File: config.mk
export PLATFORM = sky130hd
export DESIGN_NAME = shared_port
export DESIGN_NICKNAME = d
export VERILOG_FILES = /design/src/hdl/port_a_pkg.sv /design/src/hdl/shared_port.sv
export VERILOG_INCLUDE_DIRS = /design/src /design/src/hdl
export SDC_FILE = /design/constraint.sdc
export NUM_CORES = 1
export LEC_CHECK = 0
export BUFFER_PORTS_ARGS = -buffer_cell sky130_fd_sc_hd__buf_2
export CORE_MARGIN = 1
export CORE_UTILIZATION = 54
export DETAILED_ROUTE_END_ITERATION = 10
export PLACE_DENSITY = 0.85
export SLEW_MARGIN = 20
export SYNTH_ARGS = -nofsm -noshare
export SYNTH_HDL_FRONTEND = slang
export SYNTH_SLANG_ARGS = --single-unit
File: constraint.sdc
create_clock -name clk_i -period 7.2 [get_ports clk_i]
set_input_delay 1.08 -clock clk_i [delete_from_list [all_inputs] [get_ports clk_i]]
set_output_delay 1.08 -clock clk_i [all_outputs]
set_load 0.02 [all_outputs]
File: src/hdl/port_a_params.svh
// constants for the eight-bit shared-pin port: offsets, reset values, timing
`ifndef PORT_A_PARAMS_SVH
`define PORT_A_PARAMS_SVH
`define DIR_OFFSET        16'hffd1
`define DATA_OFFSET       16'hffd3
`define CTRL_OFFSET       16'hffd5
`define DIR_RESET_NORMAL  8'h00
`define DIR_RESET_ADDR    8'h80
`define DATA_RESET        8'h00
`define CTRL_RESET        8'h00
`define DIR_READ_VALUE    8'hff
`define PIN7_POS          3
`define CTRL_NDE7_POS     0
`define CTRL_CH2_PULSE_WIDTH_MODE_POS     1
`define CTRL_IOB_LSB      2
`define CTRL_IOB_MSB      4
`define SYNC_STAGES       3
`endif

File: src/hdl/port_a_pkg.sv
// types shared by the eight-bit shared-pin port
package port_a_pkg;
    typedef logic [7:0] byte_type;
    typedef logic [2:0] mode_type;
    typedef enum logic [1:0] {
        pin7_input   = 2'b00,
        pin7_port    = 2'b01,
        pin7_pattern = 2'b10,
        pin7_compare = 2'b11
    } pin7_func_type;
    typedef enum logic [0:0] {
        bus_idle = 1'b0,
        bus_ack  = 1'b1
    } bus_state_type;
endpackage

File: src/hdl/shared_port.sv
// eight-bit bidirectional port with pin 7 function selection, wishbone slave
// Operation
// - direction bit 1 makes the pin an output, 0 makes it an input
// - direction register is write-only and every read returns all ones
// - reset or hard standby loads direction 00, or 80 in modes 3 and 4
// - modes 3 and 4 force pin 7 direction to one and drive address
// - soft standby keeps direction and data registers unchanged
// - pins with direction one keep driving during soft standby
// - port read gives data bit for outputs and pin level for inputs
// - data register is an eight-bit read/write store, one bit per pin
// - data register clears to 00 on reset or hard standby in any mode
// - normal modes pick pin 7 from timer setup, enable bit and direction
// - io control 0 with low bits nonzero gives compare output, else by direction
// - in normal modes pin 7 feeds capture input when io bit2 is 1 and pulse mode 0
`timescale 1ns/1ps
`include "port_a_params.svh"
module shared_port #(
    parameter int width = 8                              // pin count, fixed at eight
) (
    input  wire logic                    clk_i,          // system clock 100 MHz
    input  wire logic                    rst_i,          // synchronous reset, active high
    input  wire logic                    ce_i,           // clock enable, freezes state when low
    input  wire logic                    hw_standby_i,   // hardware standby, acts like reset
    input  wire logic                    sw_standby_i,   // software standby, registers hold
    input  wire port_a_pkg::mode_type    mode_i,         // operating mode 1..7
    input  wire logic [15:0]             adr_i,          // wishbone byte address low half
    input  wire logic [31:0]             dat_i,          // wishbone write data
    output logic [31:0]                  dat_o,          // wishbone read data
    input  wire logic                    we_i,           // wishbone write enable
    input  wire logic [3:0]              sel_i,          // wishbone byte selects
    input  wire logic                    cyc_i,          // wishbone cycle
    input  wire logic                    stb_i,          // wishbone strobe
    output logic                         ack_o,          // wishbone acknowledge
    input  wire logic                    compare_out_i,  // timer ch2 b-side compare output
    input  wire logic                    pattern_out_i,  // pattern unit output for pin 7
    input  wire logic                    addr_bit_i,     // high address bit 20
    input  wire port_a_pkg::byte_type    pin_i,          // pad input levels
    output port_a_pkg::byte_type         pin_o,          // pad output levels
    output port_a_pkg::byte_type         pin_oe_o,       // pad output enables, high drives
    output logic                         capture_o,      // pin 7 level to ch2 b-side capture
    output logic                         capture_en_o    // capture input routing active
);
    import port_a_pkg::*;

    // only eight pins are wired; any other width stops elaboration
    if (width != 8) begin : g_width_check
        $error("shared_port supports exactly eight pins");
    end

    byte_type      direction;
    byte_type      out_data;
    logic [7:0]    ctrl;
    byte_type      sync1;
    byte_type      sync2;
    byte_type      sync3;
    byte_type      pin_level;
    bus_state_type bus_state;
    pin7_func_type pin7_func;
    byte_type      next_pin_o;
    byte_type      next_pin_oe;
    byte_type      read_port;
    logic          addr_mode;
    logic          soft_rst;
    logic          wr_req;
    logic          pin7_dir;
    logic [2:0]    iob;

    // address modes are 3 and 4
    function automatic logic is_addr_mode(input mode_type m);
        return (m == 3'h3) || (m == 3'h4);
    endfunction

    // register address match for writes and reads, low byte lane carries the register
    function automatic logic hit(input logic [15:0] a, input logic [15:0] off);
        return a == off;
    endfunction

    assign addr_mode = is_addr_mode(mode_i);
    assign soft_rst  = rst_i || hw_standby_i;
    assign wr_req    = cyc_i && stb_i && we_i && sel_i[0] && (bus_state == bus_idle)
                       && !sw_standby_i;
    assign iob       = ctrl[`CTRL_IOB_MSB:`CTRL_IOB_LSB];
    assign pin7_dir  = direction[7] || addr_mode;

    // pin synchroniser; change accepted once stages two and three agree
    always_ff @(posedge clk_i) begin
        if (rst_i) begin
            sync1     <= 8'h00;
            sync2     <= 8'h00;
            sync3     <= 8'h00;
            pin_level <= 8'h00;
        end else if (ce_i) begin
            sync1 <= pin_i;
            sync2 <= sync1;
            sync3 <= sync2;
            for (int i = 0; i < 8; i++) begin
                if (sync2[i] == sync3[i]) begin
                    pin_level[i] <= sync3[i];
                end
            end
        end
    end

    // direction register; writes are blocked in soft standby so it holds
    always_ff @(posedge clk_i) begin
        if (soft_rst) begin
            direction <= addr_mode ? `DIR_RESET_ADDR : `DIR_RESET_NORMAL;
        end else if (ce_i && wr_req && hit(adr_i, `DIR_OFFSET)) begin
            direction    <= dat_i[7:0];
            if (addr_mode) begin
                direction[7] <= 1'b1;
            end
        end
    end

    // data register, same hold behaviour in soft standby
    always_ff @(posedge clk_i) begin
        if (soft_rst) begin
            out_data <= `DATA_RESET;
        end else if (ce_i && wr_req && hit(adr_i, `DATA_OFFSET)) begin
            out_data <= dat_i[7:0];
        end
    end

    // pin 7 selection inputs: next-data enable, pulse mode, b-side io control
    always_ff @(posedge clk_i) begin
        if (soft_rst) begin
            ctrl <= `CTRL_RESET;
        end else if (ce_i && wr_req && hit(adr_i, `CTRL_OFFSET)) begin
            ctrl <= {3'h0, dat_i[4:0]};
        end
    end

    // pin 7 function decode for modes 1, 2, 5, 6, 7
    always_comb begin
        if (!iob[2] && (iob[1:0] != 2'b00)) begin
            pin7_func = pin7_compare;
        end else if (!pin7_dir) begin
            pin7_func = pin7_input;
        end else if (ctrl[`CTRL_NDE7_POS]) begin
            pin7_func = pin7_pattern;
        end else begin
            pin7_func = pin7_port;
        end
    end

    // pad drive; outputs keep driving in soft standby because registers hold
    always_comb begin
        next_pin_o  = out_data;
        next_pin_oe = direction;
        if (addr_mode) begin
            next_pin_o[7]  = addr_bit_i;
            next_pin_oe[7] = 1'b1;
        end else begin
            case (pin7_func)
                pin7_compare: begin
                    next_pin_o[7]  = compare_out_i;
                    next_pin_oe[7] = 1'b1;
                end
                pin7_pattern: begin
                    next_pin_o[7]  = pattern_out_i;
                    next_pin_oe[7] = 1'b1;
                end
                pin7_port: begin
                    next_pin_o[7]  = out_data[7];
                    next_pin_oe[7] = 1'b1;
                end
                default: begin
                    next_pin_o[7]  = out_data[7];
                    next_pin_oe[7] = 1'b0;
                end
            endcase
        end
    end

    // port read merges stored data and live pins per direction bit
    always_comb begin
        read_port = (out_data & direction) | (pin_level & ~direction);
        if (addr_mode) begin
            read_port[7] = out_data[7];
        end
    end

    // registered pad outputs and capture routing
    always_ff @(posedge clk_i) begin
        if (soft_rst) begin
            pin_o        <= 8'h00;
            pin_oe_o     <= 8'h00;
            capture_o    <= 1'b0;
            capture_en_o <= 1'b0;
        end else if (ce_i) begin
            pin_o        <= next_pin_o;
            pin_oe_o     <= next_pin_oe;
            capture_en_o <= !addr_mode && iob[2] && !ctrl[`CTRL_CH2_PULSE_WIDTH_MODE_POS];
            capture_o    <= (!addr_mode && iob[2] && !ctrl[`CTRL_CH2_PULSE_WIDTH_MODE_POS])
                            ? pin_level[7] : 1'b0;
        end
    end

    // wishbone slave: one-cycle ack, unmapped reads return zero
    always_ff @(posedge clk_i) begin
        if (rst_i) begin
            bus_state <= bus_idle;
            ack_o     <= 1'b0;
            dat_o     <= 32'h0;
        end else if (ce_i) begin
            case (bus_state)
                bus_idle: begin
                    if (cyc_i && stb_i) begin
                        bus_state <= bus_ack;
                        ack_o     <= 1'b1;
                        if (hit(adr_i, `DIR_OFFSET)) begin
                            dat_o <= {24'h0, `DIR_READ_VALUE};
                        end else if (hit(adr_i, `DATA_OFFSET)) begin
                            dat_o <= {24'h0, read_port};
                        end else if (hit(adr_i, `CTRL_OFFSET)) begin
                            dat_o <= {24'h0, ctrl};
                        end else begin
                            dat_o <= 32'h0;
                        end
                    end
                end
                default: begin
                    bus_state <= bus_idle;
                    ack_o     <= 1'b0;
                end
            endcase
        end
    end

    // checks
    property p_dir_read;
        @(posedge clk_i) disable iff (rst_i)
        (ce_i && cyc_i && stb_i && !we_i && bus_state == bus_idle && adr_i == `DIR_OFFSET)
        |=> (ack_o && dat_o[7:0] == 8'hff);
    endproperty
    a_dir_read: assert property (p_dir_read) else $error("direction read not all ones");

    property p_reset_dir;
        @(posedge clk_i) (rst_i && addr_mode) |=> (direction == 8'h80);
    endproperty
    a_reset_dir: assert property (p_reset_dir) else $error("direction reset wrong");

    property p_reset_data;
        @(posedge clk_i) rst_i |=> (out_data == 8'h00);
    endproperty
    a_reset_data: assert property (p_reset_data) else $error("data not cleared");

    property p_pin7_forced;
        @(posedge clk_i) disable iff (rst_i || hw_standby_i)
        (ce_i && addr_mode) |=> (pin_oe_o[7] && pin_o[7] == $past(addr_bit_i));
    endproperty
    a_pin7_forced: assert property (p_pin7_forced) else $error("pin7 not address");

    property p_hold_sw;
        @(posedge clk_i) disable iff (rst_i || hw_standby_i)
        sw_standby_i |=> ($stable(direction) && $stable(out_data));
    endproperty
    a_hold_sw: assert property (p_hold_sw) else $error("registers changed in standby");

    property p_oe_follows;
        @(posedge clk_i) disable iff (soft_rst)
        ce_i |=> (pin_oe_o[6:0] == $past(direction[6:0]));
    endproperty
    a_oe_follows: assert property (p_oe_follows) else $error("output enable mismatch");

    property p_data_write;
        @(posedge clk_i) disable iff (soft_rst)
        (ce_i && wr_req && adr_i == `DATA_OFFSET) |=> (out_data == $past(dat_i[7:0]));
    endproperty
    a_data_write: assert property (p_data_write) else $error("data write lost");

    property p_compare;
        @(posedge clk_i) disable iff (soft_rst)
        (ce_i && !addr_mode && !iob[2] && iob[1:0] != 2'b00)
        |=> (pin_oe_o[7] && pin_o[7] == $past(compare_out_i));
    endproperty
    a_compare: assert property (p_compare) else $error("compare output not routed");

    property p_capture;
        @(posedge clk_i) disable iff (soft_rst)
        (ce_i && !addr_mode && iob[2] && !ctrl[`CTRL_CH2_PULSE_WIDTH_MODE_POS]) |=> capture_en_o;
    endproperty
    a_capture: assert property (p_capture) else $error("capture not routed");

    property p_drive_sw;
        @(posedge clk_i) disable iff (soft_rst)
        (ce_i && sw_standby_i && direction[0]) |=> pin_oe_o[0];
    endproperty
    a_drive_sw: assert property (p_drive_sw) else $error("output dropped in standby");

    property p_pattern;
        @(posedge clk_i) disable iff (soft_rst)
        (ce_i && pin7_func == pin7_pattern && !addr_mode) |=> pin_o[7] == $past(pattern_out_i);
    endproperty
    a_pattern: assert property (p_pattern) else $error("pattern not routed");

    // reset clears direction outside the address modes as well
    property p_dir_clear;
        @(posedge clk_i) (soft_rst && !addr_mode) |=> (direction == `DIR_RESET_NORMAL);
    endproperty
    a_dir_clear: assert property (p_dir_clear) else $error("direction not cleared");

    property p_hw_data;
        @(posedge clk_i) hw_standby_i |=> (out_data == `DATA_RESET);
    endproperty
    a_hw_data: assert property (p_hw_data) else $error("data kept in hard standby");

    property p_pin7_input;
        @(posedge clk_i) disable iff (soft_rst)
        (ce_i && !addr_mode && (iob[2] || iob[1:0] == 2'b00) && !direction[7]) |=> !pin_oe_o[7];
    endproperty
    a_pin7_input: assert property (p_pin7_input) else $error("pin7 driven as input");

    property p_capture_level;
        @(posedge clk_i) disable iff (soft_rst)
        (ce_i && !addr_mode && iob[2] && !ctrl[`CTRL_CH2_PULSE_WIDTH_MODE_POS])
        |=> (capture_o == $past(pin_level[7]));
    endproperty
    a_capture_level: assert property (p_capture_level) else $error("capture level wrong");

    // the acknowledge is a single-cycle pulse; a held strobe is answered again every second cycle
    property p_ack_pulse;
        @(posedge clk_i) disable iff (rst_i) (ack_o && ce_i) |=> !ack_o;
    endproperty
    a_ack_pulse: assert property (p_ack_pulse) else $error("acknowledge held too long");

    property p_data_read;
        @(posedge clk_i) disable iff (rst_i)
        (ce_i && cyc_i && stb_i && !we_i && bus_state == bus_idle && adr_i == `DATA_OFFSET)
        |=> (dat_o[7:0] == (($past(out_data) & $past(direction))
                            | ($past(pin_level) & ~$past(direction))));
    endproperty
    a_data_read: assert property (p_data_read) else $error("port read merge wrong");

    // a low clock enable must hold the three port registers, pads, capture level and acknowledge
    property p_freeze;
        @(posedge clk_i) disable iff (soft_rst)
        !ce_i |=> ($stable(direction) && $stable(out_data) && $stable(ctrl)
                   && $stable(pin_o) && $stable(pin_oe_o)
                   && $stable(capture_o) && $stable(ack_o));
    endproperty
    a_freeze: assert property (p_freeze) else $error("state moved with clock enable low");

    c_write: cover property (@(posedge clk_i) wr_req ##1 ack_o);
    c_standby: cover property (@(posedge clk_i) sw_standby_i && direction != 8'h00);
    c_pattern: cover property (@(posedge clk_i) pin7_func == pin7_pattern);
    c_capture: cover property (@(posedge clk_i) capture_en_o && capture_o);
    c_addr_mode: cover property (@(posedge clk_i) addr_mode && pin_oe_o[7] && pin_o[7]);
endmodule

# After elaboration in Yosys (flattened, before gate mapping)
# Index checks and enable logic that the tools add are counted.
# totals
regBits,105
input_bits,74
out_inout_bits,51
# classes
eq_ne,16
muxes,20
bitwise,5
reduce_logical,33
# ops
operator,n
"== test 16 bit, second input constant",3
two-way mux 8 bit,5
AND reduction 2 bit,9
AND 8 bit,2
logical AND 1 bit,12
two-way mux 1 bit,10
== test 1 bit,8
NOT 8 bit,1
bitwise OR 8 bit,1
two-way mux 2 bit,3
nonzero test 2 bit,3
two-way mux 5 bit,1
"== test 2 bit, second input constant",2
zero test 1 bit,4
"== test 3 x 2 -> 1 bit, second input constant",1
"== test 3 bit, second input constant",1
logical OR 1 bit,3
AND reduction 3 bit,1
OR reduction 3 bit,1
"== test 2 x 1 -> 1 bit, second input constant",1
case mux 1 bit (2 select lines),1
NOT 1 bit,1

# Logic depth before layout (Yosys ltp)
# Gate-level depths: netlist (run 1).
# depth
word_depth,9
ltp_mapped,5
mapped_depth_nobuf,4

# Worst setup path after synthesis (run 1)
# Ideal clock, no wire load.
# synth_path
path_kind,in2reg
startpoint,in adr_i[13]
endpoint,"reg direction[0], enable pin"
setup_ns,0.398
arrival_ns,2.780
setup_slack_ns,4.022
path_stages,3
path_buffers,0
path_cell_list,nand4_2 -> or4_4 -> o41ai_1
# synth_via
elab_chain_cells,3
# synth_rtl
item,line_no,rtl
"start, declared",shared_port.sv:26,"input wire logic [15:0] adr_i,"
== test 16 bit,shared_port.sv:75,return a == off;
logical AND 1 bit,shared_port.sv:108,"end else if (ce_i && wr_req && hit(adr_i, `DIR_OFFSET)) begin"
nonzero test 2 bit (no source line),n/a,
"end signal, assigned",shared_port.sv:107,direction <= addr_mode ? `DIR_RESET_ADDR : `DIR_RESET_NORMAL;
"end signal, assigned",shared_port.sv:109,direction <= dat_i[7:0];
"end, declared",shared_port.sv:50,byte_type direction;
# Every way passes these cells.
# A chain may end at the register's enable or synchronous reset.

# Worst setup path in the final report (run 1)
# layout_path
startpoint,in ce_i
endpoint,"reg direction[5], enable pin"
# layout_via
elab_chain_cells,3
# layout_rtl
item,line_no,rtl
"start, declared",shared_port.sv:22,"input wire logic ce_i,"
logical AND 1 bit (2 in series),shared_port.sv:108,
nonzero test 2 bit (no source line),n/a,
# Every way passes these cells.

==> impl_metrics.env, run 1 <==
export IMPL_status="finished clean"
export IMPL_finalMaxSlewViolations=0
export IMPL_r2r_start="bus_state$_SDFFE_PP0P_"
export IMPL_wire_per_inst_um=15.2
export IMPL_synth_top_cell_by_area="dfxtp_1"
export IMPL_start_kind="input port"
export IMPL_numCtsBuffers=9
export IMPL_layout_nets=508
export IMPL_ir_worst_vdd_mv=0.140
export IMPL_period_share_pct=51.4
export IMPL_rows=29
export IMPL_setup_viol=0
export IMPL_cts_tree="done"
export IMPL_fin_skew_ns=0.0117
export IMPL_wl_mm=7.82
export IMPL_synth_distinct_cells=47
export IMPL_path_cells="buf_2 -> buf_4 -> and4b_1 -> nand4b_1 -> o41ai_1 -> buf_4"
export IMPL_ys_seq_elements=81
export IMPL_cts_buffer_depth=2
export IMPL_cts_sinks=81
export IMPL_grt_pass1_wl_mm=12.9
export IMPL_grt_ovfl_total=0
export IMPL_path_buf_inv=3
export IMPL_drtIter0Drc=196
export IMPL_r2r_cells=4
export IMPL_async_flop_share_pct=0
export IMPL_syn_avg_cell_area_um2=9.79
export IMPL_synth_area_leaders="dfxtp_1 40%, mux2i_1 11%, edfxtp_1 6.7%"
export IMPL_fin_crit_ns=3.70
export IMPL_globalplace_congestion=0.854
export IMPL_cts_hold_buffers=0
export IMPL_min_from="sync3[1]$_SDFFE_PP0P_"
export IMPL_cts_resized=0
export IMPL_maxCapViolations=0
export IMPL_crit_top_cell="buf_4"
export IMPL_crit_path_max_incr_delay_ns=0.61
export IMPL_crit_fanout=56
export IMPL_drive_above_1_share_pct=26.7
export IMPL_fmax_mhz=270
export IMPL_fp_dieArea_um2=7020
export IMPL_p_total_mw=0.928
export IMPL_clk_latency_ns=0.36
export IMPL_coreArea_um2=6390
export IMPL_cts_root_buf="clkbuf_8"
export IMPL_fill_cells=529
export IMPL_synth_edff_count=8
export IMPL_hold_viol=0
export IMPL_cp_top_family="simple AND/OR/NAND/NOR gates"
export IMPL_slowest_stage="buf_4"
export IMPL_cp_data_arrival_time_ns=3.77
export IMPL_clk_pin_slew_worst_paths_ns=0.08
export IMPL_ios=125
export IMPL_post_route_drc_count=0
export IMPL_vias=2910
export IMPL_critPathLaunch="ce_i"
export IMPL_hpwl_mm=5.28
export IMPL_htreeDepth=3
export IMPL_antenna_found_initial=0
export IMPL_die_y_um=83.8
export IMPL_synthesis_area_um2=3610
export IMPL_cp_required_ns=7.26
export IMPL_synthCells=369
export IMPL_grt_max_degree=57
export IMPL_crit_cells=6
export IMPL_io_buffers=73
export IMPL_cts_setup_buffers=0
export IMPL_endpoint_kind="flop"
export IMPL_rsz0062_at_grt="no"
export IMPL_track_usage_pct=23.1
export IMPL_design_area_um2=4140
export IMPL_vias_per_cell=5.64
export IMPL_synthMostInstantiatedCell="dfxtp_1"
export IMPL_yosysSeqAreaShare_pct=47.1
export IMPL_worst_slew_pin_slew_ns=0.931
export IMPL_placed_cell_area_um2=3920
export IMPL_max_slew_margin_pct=37.4
export IMPL_tns_ns=0
export IMPL_area_growth_pct=14.6
export IMPL_leakage_nw=1.80
export IMPL_synth_top_cell_area_share_pct=40.5
export IMPL_hp_class="flop to flop"
export IMPL_firstDrtPassIters=4
export IMPL_initial_utilization_pct=56.6
export IMPL_pwr_density_cell_nw_per_um2=224
export IMPL_n_antenna_cell=0
export IMPL_ys_flop_type="dfxtp_1"
export IMPL_path_class="input port to flop"
export IMPL_synth_common_cells="73 x dfxtp_1, 51 x nor2_1, 39 x mux2i_1"
export IMPL_whs_path_depth=2
export IMPL_die_w_um=83.8
export IMPL_yosys_warnings=0
export IMPL_grt_pass1_vias=2745
export IMPL_ant_nets=0
cell type report:
type / instances / area (um^2) / share of cell area, %
Timing Repair Buffer: 75 / 380 / 9.19
Clock inverter: 4 / 47.5 / 1.15
Inverter: 2 / 7.51 / 0.181
Multi-Input combinational cell: 265 / 1730 / 41.8
Tap cell: 77 / 96.3 / 2.33
Sequential cell: 81 / 1700 / 41.1
Clock buffer: 12 / 176 / 4.26
metrics by stage:
stage                     std cells  util [%]  hold slack, ns  worst slack (ns)
after floorplan                 392         -           0.433              4.02
after global placement          500      61.3           0.441              3.21
after detailed placement        500      61.3           0.448              3.22
after CTS                       516      64.8           0.459              3.55
after global routing            516      64.8           0.474              3.23
final                           516      64.8           0.458              3.50
layout by cell type (no fill, tap or decap), drive strengths merged, types with 4 or more instances in the layout:
master,netlist,final
buf,31,75
dfxtp,73,73
nor2,51,51
mux2i,39,39
o21ai,24,24
conb,1,24
a21oi,23,23
nand2,18,18
nand3,14,14
clkbuf,13,12
a21o,8,8
edfxtp,8,8
a211oi,8,8
and2,7,7
mux2,7,7
nand4b,4,4
a22oi,4,4
or4,4,4
state kept, by name (all words and copies together), names as in the netlist:
| register | flops |
|---|---|
| bus_state | 1 |
| sync1 | 8 |
| pin_o | 8 |
| capture_o | 1 |
| dat_o | 8 |
| pin_level | 8 |
| pin_oe_o | 8 |
| direction | 8 |
| ack_o | 1 |
| capture_en_o | 1 |
| ctrl | 5 |
| sync3 | 8 |
| out_data | 8 |
| sync2 | 8 |
final timing paths:
| kind | to | slack [ns] |
|---|---|---|
| max | direction[5]$_SDFFCE_PP0P_ | 3.50 |
| min | pin_level[1]$_SDFFE_PP0P_ | 0.46 |
| max reg2reg | direction[5]$_SDFFCE_PP0P_ | 4.63 |
| min reg2reg | pin_level[1]$_SDFFE_PP0P_ | 0.46 |
power by group:
group,switching [mW],internal [mW],leakage [nW]
Clock,0.167,0.199,0.114
Combinational,0.0535,0.0318,1.01
Sequential,0.00890,0.468,0.678
routing by layer:
layer | vias to the layer above | wire [um] | GRT usage, %
met5 | - | 0 | 0
met1 | 1372 | 3530 | 31.4
met2 | 126 | 3620 | 35.4
met4 | 0 | 180 | 10.2
li1 | 1395 | - | -
met3 | 17 | 491 | 5.04
tightest hold or removal path, cell delays in order, from the launching register on:
cell and delay [ns]:
dfxtp_1 0.31, nand2_1 0.05, a21oi_1 0.05
cell families after synthesis:
logic type | synth area share, %
AND/OR/NAND/NOR | 17.3
AO/OA/AOI/OAI | 15.1
buffers and inverters | 7.38
other | 0.104
multiplexers | 13.0
flip-flops | 47.1
Power figures use the tool's default switching activity.
==> inputs of run 2 (changes only) <==
Settings changed: CORE_UTILIZATION 54 to 50, PLACE_DENSITY 0.85 to 0.8.
Clock period 7.2 ns to 3.9 ns, I/O delays scaled along.
==> impl_metrics.env, run 2 (same netlist as run 1, synthesis figures left out) <==
export IMPL_post_place_ws_ns=1.06
export IMPL_cts_resized=0
export IMPL_tns_ns=0
export IMPL_layout_nets=509
export IMPL_switchingPower_mw=0.412
export IMPL_initial_utilization_pct=52.6
export IMPL_final_cell_mix="73 x dfxtp_1, 73 x buf_2, 51 x nor2_1"
export IMPL_clockPowerShare_pct=41.0
export IMPL_period_share_pct=65.0
export IMPL_status="finished clean"
export IMPL_fill_cells=584
export IMPL_fin_skew_ns=0.00969
export IMPL_post_route_drc_count=0
export IMPL_start_kind="flop"
export IMPL_drive_above_1_share_pct=26.6
export IMPL_n_antenna_cell=0
export IMPL_pwr_density_cell_nw_per_um2=420
export IMPL_grt_ovfl_total=0
export IMPL_clk_pin_slew_worst_paths_ns=0.08
export IMPL_endpoint_kind="flop"
export IMPL_cts_sinks=81
export IMPL_numCtsBuffers=9
export IMPL_cp_data_arrival_time_ns=2.58
export IMPL_cts_buffer_depth=2
export IMPL_crit_fanout=14
export IMPL_setup_viol=0
export IMPL_area_growth_pct=16.0
export IMPL_grt_pass1_wl_mm=12.5
export IMPL_max_slew_margin_pct=38.8
export IMPL_slowest_stage="and4b_1"
export IMPL_firstDrtPassIters=5
export IMPL_design_area_um2=4190
export IMPL_path_class="flop to flop"
export IMPL_path_cells="and4b_1 -> nand4b_1 -> o41ai_1 -> buf_4"
export IMPL_worst_slew_pin_slew_ns=0.911
export IMPL_fp_dieArea_um2=7570
export IMPL_wl_mm=7.64
export IMPL_cts_root_buf="clkbuf_8"
export IMPL_placed_cell_area_um2=3950
export IMPL_cts_setup_buffers=0
export IMPL_hold_viol=0
export IMPL_grt_pass1_vias=2719
export IMPL_wire_per_inst_um=14.3
export IMPL_vias=2858
export IMPL_combPwrFrac_pct=9.0
export IMPL_seq_power_share_pct=50.0
export IMPL_p_total_mw=1.76
export IMPL_antenna_found_initial=0
export IMPL_fmax_mhz=394
export IMPL_cts_tree="done"
export IMPL_p_int_mw=1.35
export IMPL_cts_hold_buffers=0
export IMPL_drtIter0Drc=193
export IMPL_vias_per_cell=5.33
export IMPL_globalplace_congestion=0.836
export IMPL_coreArea_um2=6870
export IMPL_hpwl_mm=5.37
export IMPL_grt_max_degree=56
export IMPL_maxCapViolations=0
export IMPL_leakage_nw=1.81
export IMPL_htreeDepth=3
export IMPL_p_sw_share_pct=23.4
export IMPL_track_usage_pct=21.2
export IMPL_rsz0062_at_grt="no"
export IMPL_io_buffers=73
export IMPL_rows=30
export IMPL_hp_class="flop to flop"
export IMPL_finalMaxSlewViolations=0
export IMPL_die_y_um=87.0
export IMPL_crit_path_max_incr_delay_ns=0.58
export IMPL_cp_required_ns=3.95
export IMPL_ant_nets=0
export IMPL_setup_ws_ns=1.36
export IMPL_clk_latency_ns=0.34
export IMPL_die_w_um=87.0
export IMPL_fin_crit_ns=2.54
export IMPL_ios=125
export IMPL_ir_worst_vdd_mv=0.200
run 2: changes by cell type in the layout (fill, tap and decap cells not counted):
| cell | change |
|---|---|
| bufinv_16 | +2 |
| clkinv_4 | +2 |
| clkinv_2 | -2 |
| buf_4 | +1 |
| clkinv_1 | +1 |
| clkbuf_8 | -2 |
| clkbuf_16 | -1 |
run 2: path summary, 6_finish.rpt:
kind                               start                    endpoint  depth (start not counted)  slack [ns]
setup / recovery  bus_state$_SDFFE_PP0P_  direction[1]$_SDFFCE_PP0P_                          4        1.36
hold / removal     sync3[7]$_SDFFE_PP0P_   pin_level[7]$_SDFFE_PP0P_                          2        0.46
setup reg to reg  bus_state$_SDFFE_PP0P_  direction[1]$_SDFFCE_PP0P_                          4        1.36
hold reg to reg    sync3[7]$_SDFFE_PP0P_   pin_level[7]$_SDFFE_PP0P_                          2        0.46
run 2: metal layers:
metal / GRT usage, % / wire length, um
met1: 29.1 / 3500
met2: 32.6 / 3610
met3: 3.41 / 440
met4: 10.2 / 99
met5: 0 / 0
run 2: worst max-delay path: cells and delay by family (launching register included):
kind            cells  cell delay (ns)
flops               1             0.32
buf+inv             1             0.24
compound gates      1             0.52
simple gates        2             1.16
run 2: final cells by class:
type	instances	area, um^2	area share, %
flip-flops and latches	81	1700	40.6
inverters	2	7.51	0.179
well taps	96	120	2.87
repair buffers	76	388	9.26
multi-input cells	265	1730	41.3
clock inverters	7	119	2.84
clock buffers	9	124	2.96
run 2: through the flow:
step           instances  hold slack (ns)  utilization, %
3_3_place_gp         520            0.440            57.5
5_1_grt              536            0.474            61.0
2_1_floorplan        392            0.433               -
6_report             536            0.457            61.0
3_5_place_dp         520            0.446            57.5
4_1_cts              536            0.457            61.0
run 2: power groups by stage:
stage	Sequential (mW)	Combinational, mW	Clock, mW
2_1_floorplan	0.905	0.117	0
3_3_place_gp	0.899	0.155	0
3_5_place_dp	0.900	0.158	0
4_1_cts	0.880	0.159	0.735
5_1_grt	0.884	0.174	0.773
6_report	0.880	0.158	0.723
==> inputs of run 3 (changes only) <==
Settings changed: ABC_AREA set to 1, CORE_UTILIZATION 50 to 45, PLACE_DENSITY 0.8 to 0.76.
Clock period 3.9 ns to 2.1 ns, I/O delays scaled along.
==> impl_metrics.env, run 3 <==
export IMPL_initial_utilization_pct=47.4
export IMPL_status="finished clean"
export IMPL_whs_endpoint="sync1[5]$_SDFFE_PP0P_"
export IMPL_tns_ns=0
export IMPL_synthMostInstantiatedCell="nand2_1"
export IMPL_clk_pin_slew_worst_paths_ns=0.08
export IMPL_cts_root_buf="clkbuf_8"
export IMPL_synthesis_area_um2=3510
export IMPL_ir_worst_vdd_mv=0.333
export IMPL_regToRegSetupSlack_ns=0.61
export IMPL_n_antenna_cell=0
export IMPL_combPwrFrac_pct=9.7
export IMPL_cts_setup_buffers=0
export IMPL_cp_data_arrival_time_ns=1.72
export IMPL_cts_sinks=81
export IMPL_final_cell_mix="91 x nand2_1, 73 x dfxtp_1, 73 x buf_2"
export IMPL_synth_edff_count=8
export IMPL_drive_above_1_share_pct=21.7
export IMPL_placed_cell_area_um2=3890
export IMPL_layout_commonest_cell="nand2_1"
export IMPL_grt_ovfl_total=0
export IMPL_design_area_um2=4070
export IMPL_dp_cells=621
export IMPL_syn_avg_cell_area_um2=7.64
export IMPL_die_w_um=90.3
export IMPL_layout_nets=607
export IMPL_synth_distinct_cells=23
export IMPL_clk_latency_ns=0.36
export IMPL_worst_slew_pin_slew_ns=0.588
export IMPL_coreArea_um2=7410
export IMPL_globalplace_congestion=0.841
export IMPL_fill_cells=728
export IMPL_wl_met1_mm=3.56
export IMPL_firstDrtPassIters=4
export IMPL_p_sw_share_pct=27.7
export IMPL_start_kind="flop"
export IMPL_hpwl_mm=5.66
export IMPL_async_flop_share_pct=0
export IMPL_rr_endpoint="out_data[1]$_SDFFE_PP0P_"
export IMPL_hold_viol=0
export IMPL_die_y_um=90.3
export IMPL_cts_resized=0
export IMPL_synth_area_leaders="dfxtp_1 42%, nand2_1 9.7%, nor2_1 7.7%"
export IMPL_p_int_mw=2.15
export IMPL_hp_class="input port to flop"
export IMPL_fmax_mhz=672
export IMPL_endpoint_kind="flop"
export IMPL_wire_per_inst_um=12.2
export IMPL_grt_pass1_wl_mm=13.3
export IMPL_antenna_found_initial=0
export IMPL_vias=3072
export IMPL_grt_pass1_vias=2944
export IMPL_period_share_pct=70.8
export IMPL_cts_hold_buffers=0
export IMPL_ys_flop_type="dfxtp_1"
export IMPL_area_growth_pct=15.8
export IMPL_whs_ns=0.177
export IMPL_cp_required_ns=2.33
export IMPL_yosys_warnings=0
export IMPL_fin_skew_ns=0.00857
export IMPL_top_layer="met4"
export IMPL_post_route_drc_count=0
export IMPL_vias_per_cell=4.82
export IMPL_rows=31
export IMPL_synth_top_cell_by_area="dfxtp_1"
export IMPL_fin_crit_ns=1.49
export IMPL_min_from="pin_i[5]"
export IMPL_r2r_cells=7
export IMPL_drtIter0Drc=119
export IMPL_io_buffers=73
export IMPL_cts_buffer_depth=2
export IMPL_rsz0062_at_grt="no"
export IMPL_max_slew_margin_pct=60.5
export IMPL_fp_dieArea_um2=8160
export IMPL_synth_common_cells="91 x nand2_1, 73 x dfxtp_1, 72 x nor2_1"
export IMPL_crit_fanout=11
export IMPL_htreeDepth=3
export IMPL_path_class="flop to flop"
export IMPL_switchingPower_mw=0.821
export IMPL_layout_cells_non_filler=637
export IMPL_leakage_nw=1.78
export IMPL_ant_nets=0
export IMPL_finalMaxSlewViolations=0
export IMPL_synthCells=460
export IMPL_numCtsBuffers=9
export IMPL_met3_length_um=436
export IMPL_clockPowerShare_pct=34.9
export IMPL_dr_wl_met2_mm=3.62
export IMPL_track_usage_pct=20.3
export IMPL_grt_max_degree=43
export IMPL_r2r_start="bus_state$_SDFFE_PP0P_"
export IMPL_ios=125
export IMPL_whs_path_depth=3
export IMPL_pwr_density_cell_nw_per_um2=730
export IMPL_cts_tree="done"
export IMPL_ys_seq_elements=81
export IMPL_maxCapViolations=0
export IMPL_wl_mm=7.78
export IMPL_seq_power_share_pct=55.4
export IMPL_synth_top_cell_area_share_pct=41.6
export IMPL_yosysSeqAreaShare_pct=48.5
export IMPL_setup_viol=0
export IMPL_final_util_pct=54.9
run 3: cell types whose count changed in the layout (fill, tap and decap cells not counted), sizes merged, moves of 8 or more:
| cell | previous run | this run |
|---|---|---|
| a211oi | 8 | 0 |
| a21oi | 23 | 48 |
| nand2 | 18 | 93 |
| o21ai | 24 | 39 |
| inv | 2 | 36 |
| nand3 | 14 | 30 |
| nor2 | 51 | 76 |
| a21o | 8 | 0 |
| mux2i | 39 | 0 |
run 3: worst max-delay path, stage by stage, from the launching register on:
cell and delay, ns:
dfxtp_1 0.37, nor2_8 0.19, inv_2 0.07, nor2_4 0.08, buf_4 0.19, nand2_1 0.24
nand2_1 0.14, a21oi_1 0.07
run 3: worst max path at each step:
| stage | start | end | slack [ns] | depth (start not counted) |
|---|---|---|---|---|
| after floorplan | ce_i | direction[0]$_SDFFCE_PP0P_ | 0.55 | 8 |
| after global placement | adr_i[5] | direction[0]$_SDFFCE_PP0P_ | 0.34 | 6 |
| after detailed placement | adr_i[5] | direction[2]$_SDFFCE_PP0P_ | 0.30 | 6 |
| after CTS | bus_state$_SDFFE_PP0P_ | out_data[1]$_SDFFE_PP0P_ | 0.62 | 7 |
| after global routing | adr_i[5] | direction[1]$_SDFFCE_PP0P_ | 0.47 | 6 |
| final | bus_state$_SDFFE_PP0P_ | out_data[1]$_SDFFE_PP0P_ | 0.61 | 7 |
run 3: cell families (layout without fill, tap and decap cells):
kind of cell | count (synthesis) | count (layout) | share of synthesized area (%)
AO/OA/AOI/OAI | 87 | 87 | 12.4
other | 1 | 24 | 0.107
buffers and inverters | 75 | 130 | 10.9
multiplexers | 7 | 7 | 2.24
AND/OR/NAND/NOR | 209 | 209 | 25.9
flip-flops | 81 | 81 | 48.5
run 3: layout make-up:
| type | instances | area (um^2) | share of cell area (%) |
|---|---|---|---|
| inverters | 33 | 124 | 3.05 |
| repair buffers | 81 | 425 | 10.5 |
| well taps | 99 | 124 | 3.05 |
| multi-input cells | 327 | 1510 | 37.2 |
| clock buffers | 9 | 124 | 3.05 |
| clock inverters | 7 | 53.8 | 1.32 |
| flip-flops and latches | 81 | 1700 | 41.8 |
run 3: power by group through the flow:
stage          clock network [mW]  logic (mW)  registers (mW)
6_report                     1.04       0.288            1.65
2_1_floorplan                   0       0.208            1.69
3_3_place_gp                    0       0.282            1.68
5_1_grt                      1.12       0.323            1.65
3_5_place_dp                    0       0.288            1.68
4_1_cts                      1.06       0.289            1.65
run 3: routing by layer:
layer	vias to the layer above	GRT usage (%)
met3	15	4.55
li1	1587	-
met1	1373	25.5
met5	-	0
met4	0	8.60
met2	97	33.4
run 3: stage by stage:
step                worst slack [ns]  power (mW)
floorplan                      0.550        1.90
global placement               0.336        1.96
detailed placement             0.297        1.97
CTS                            0.619        2.99
global route                   0.475        3.10
finish                         0.613        2.97
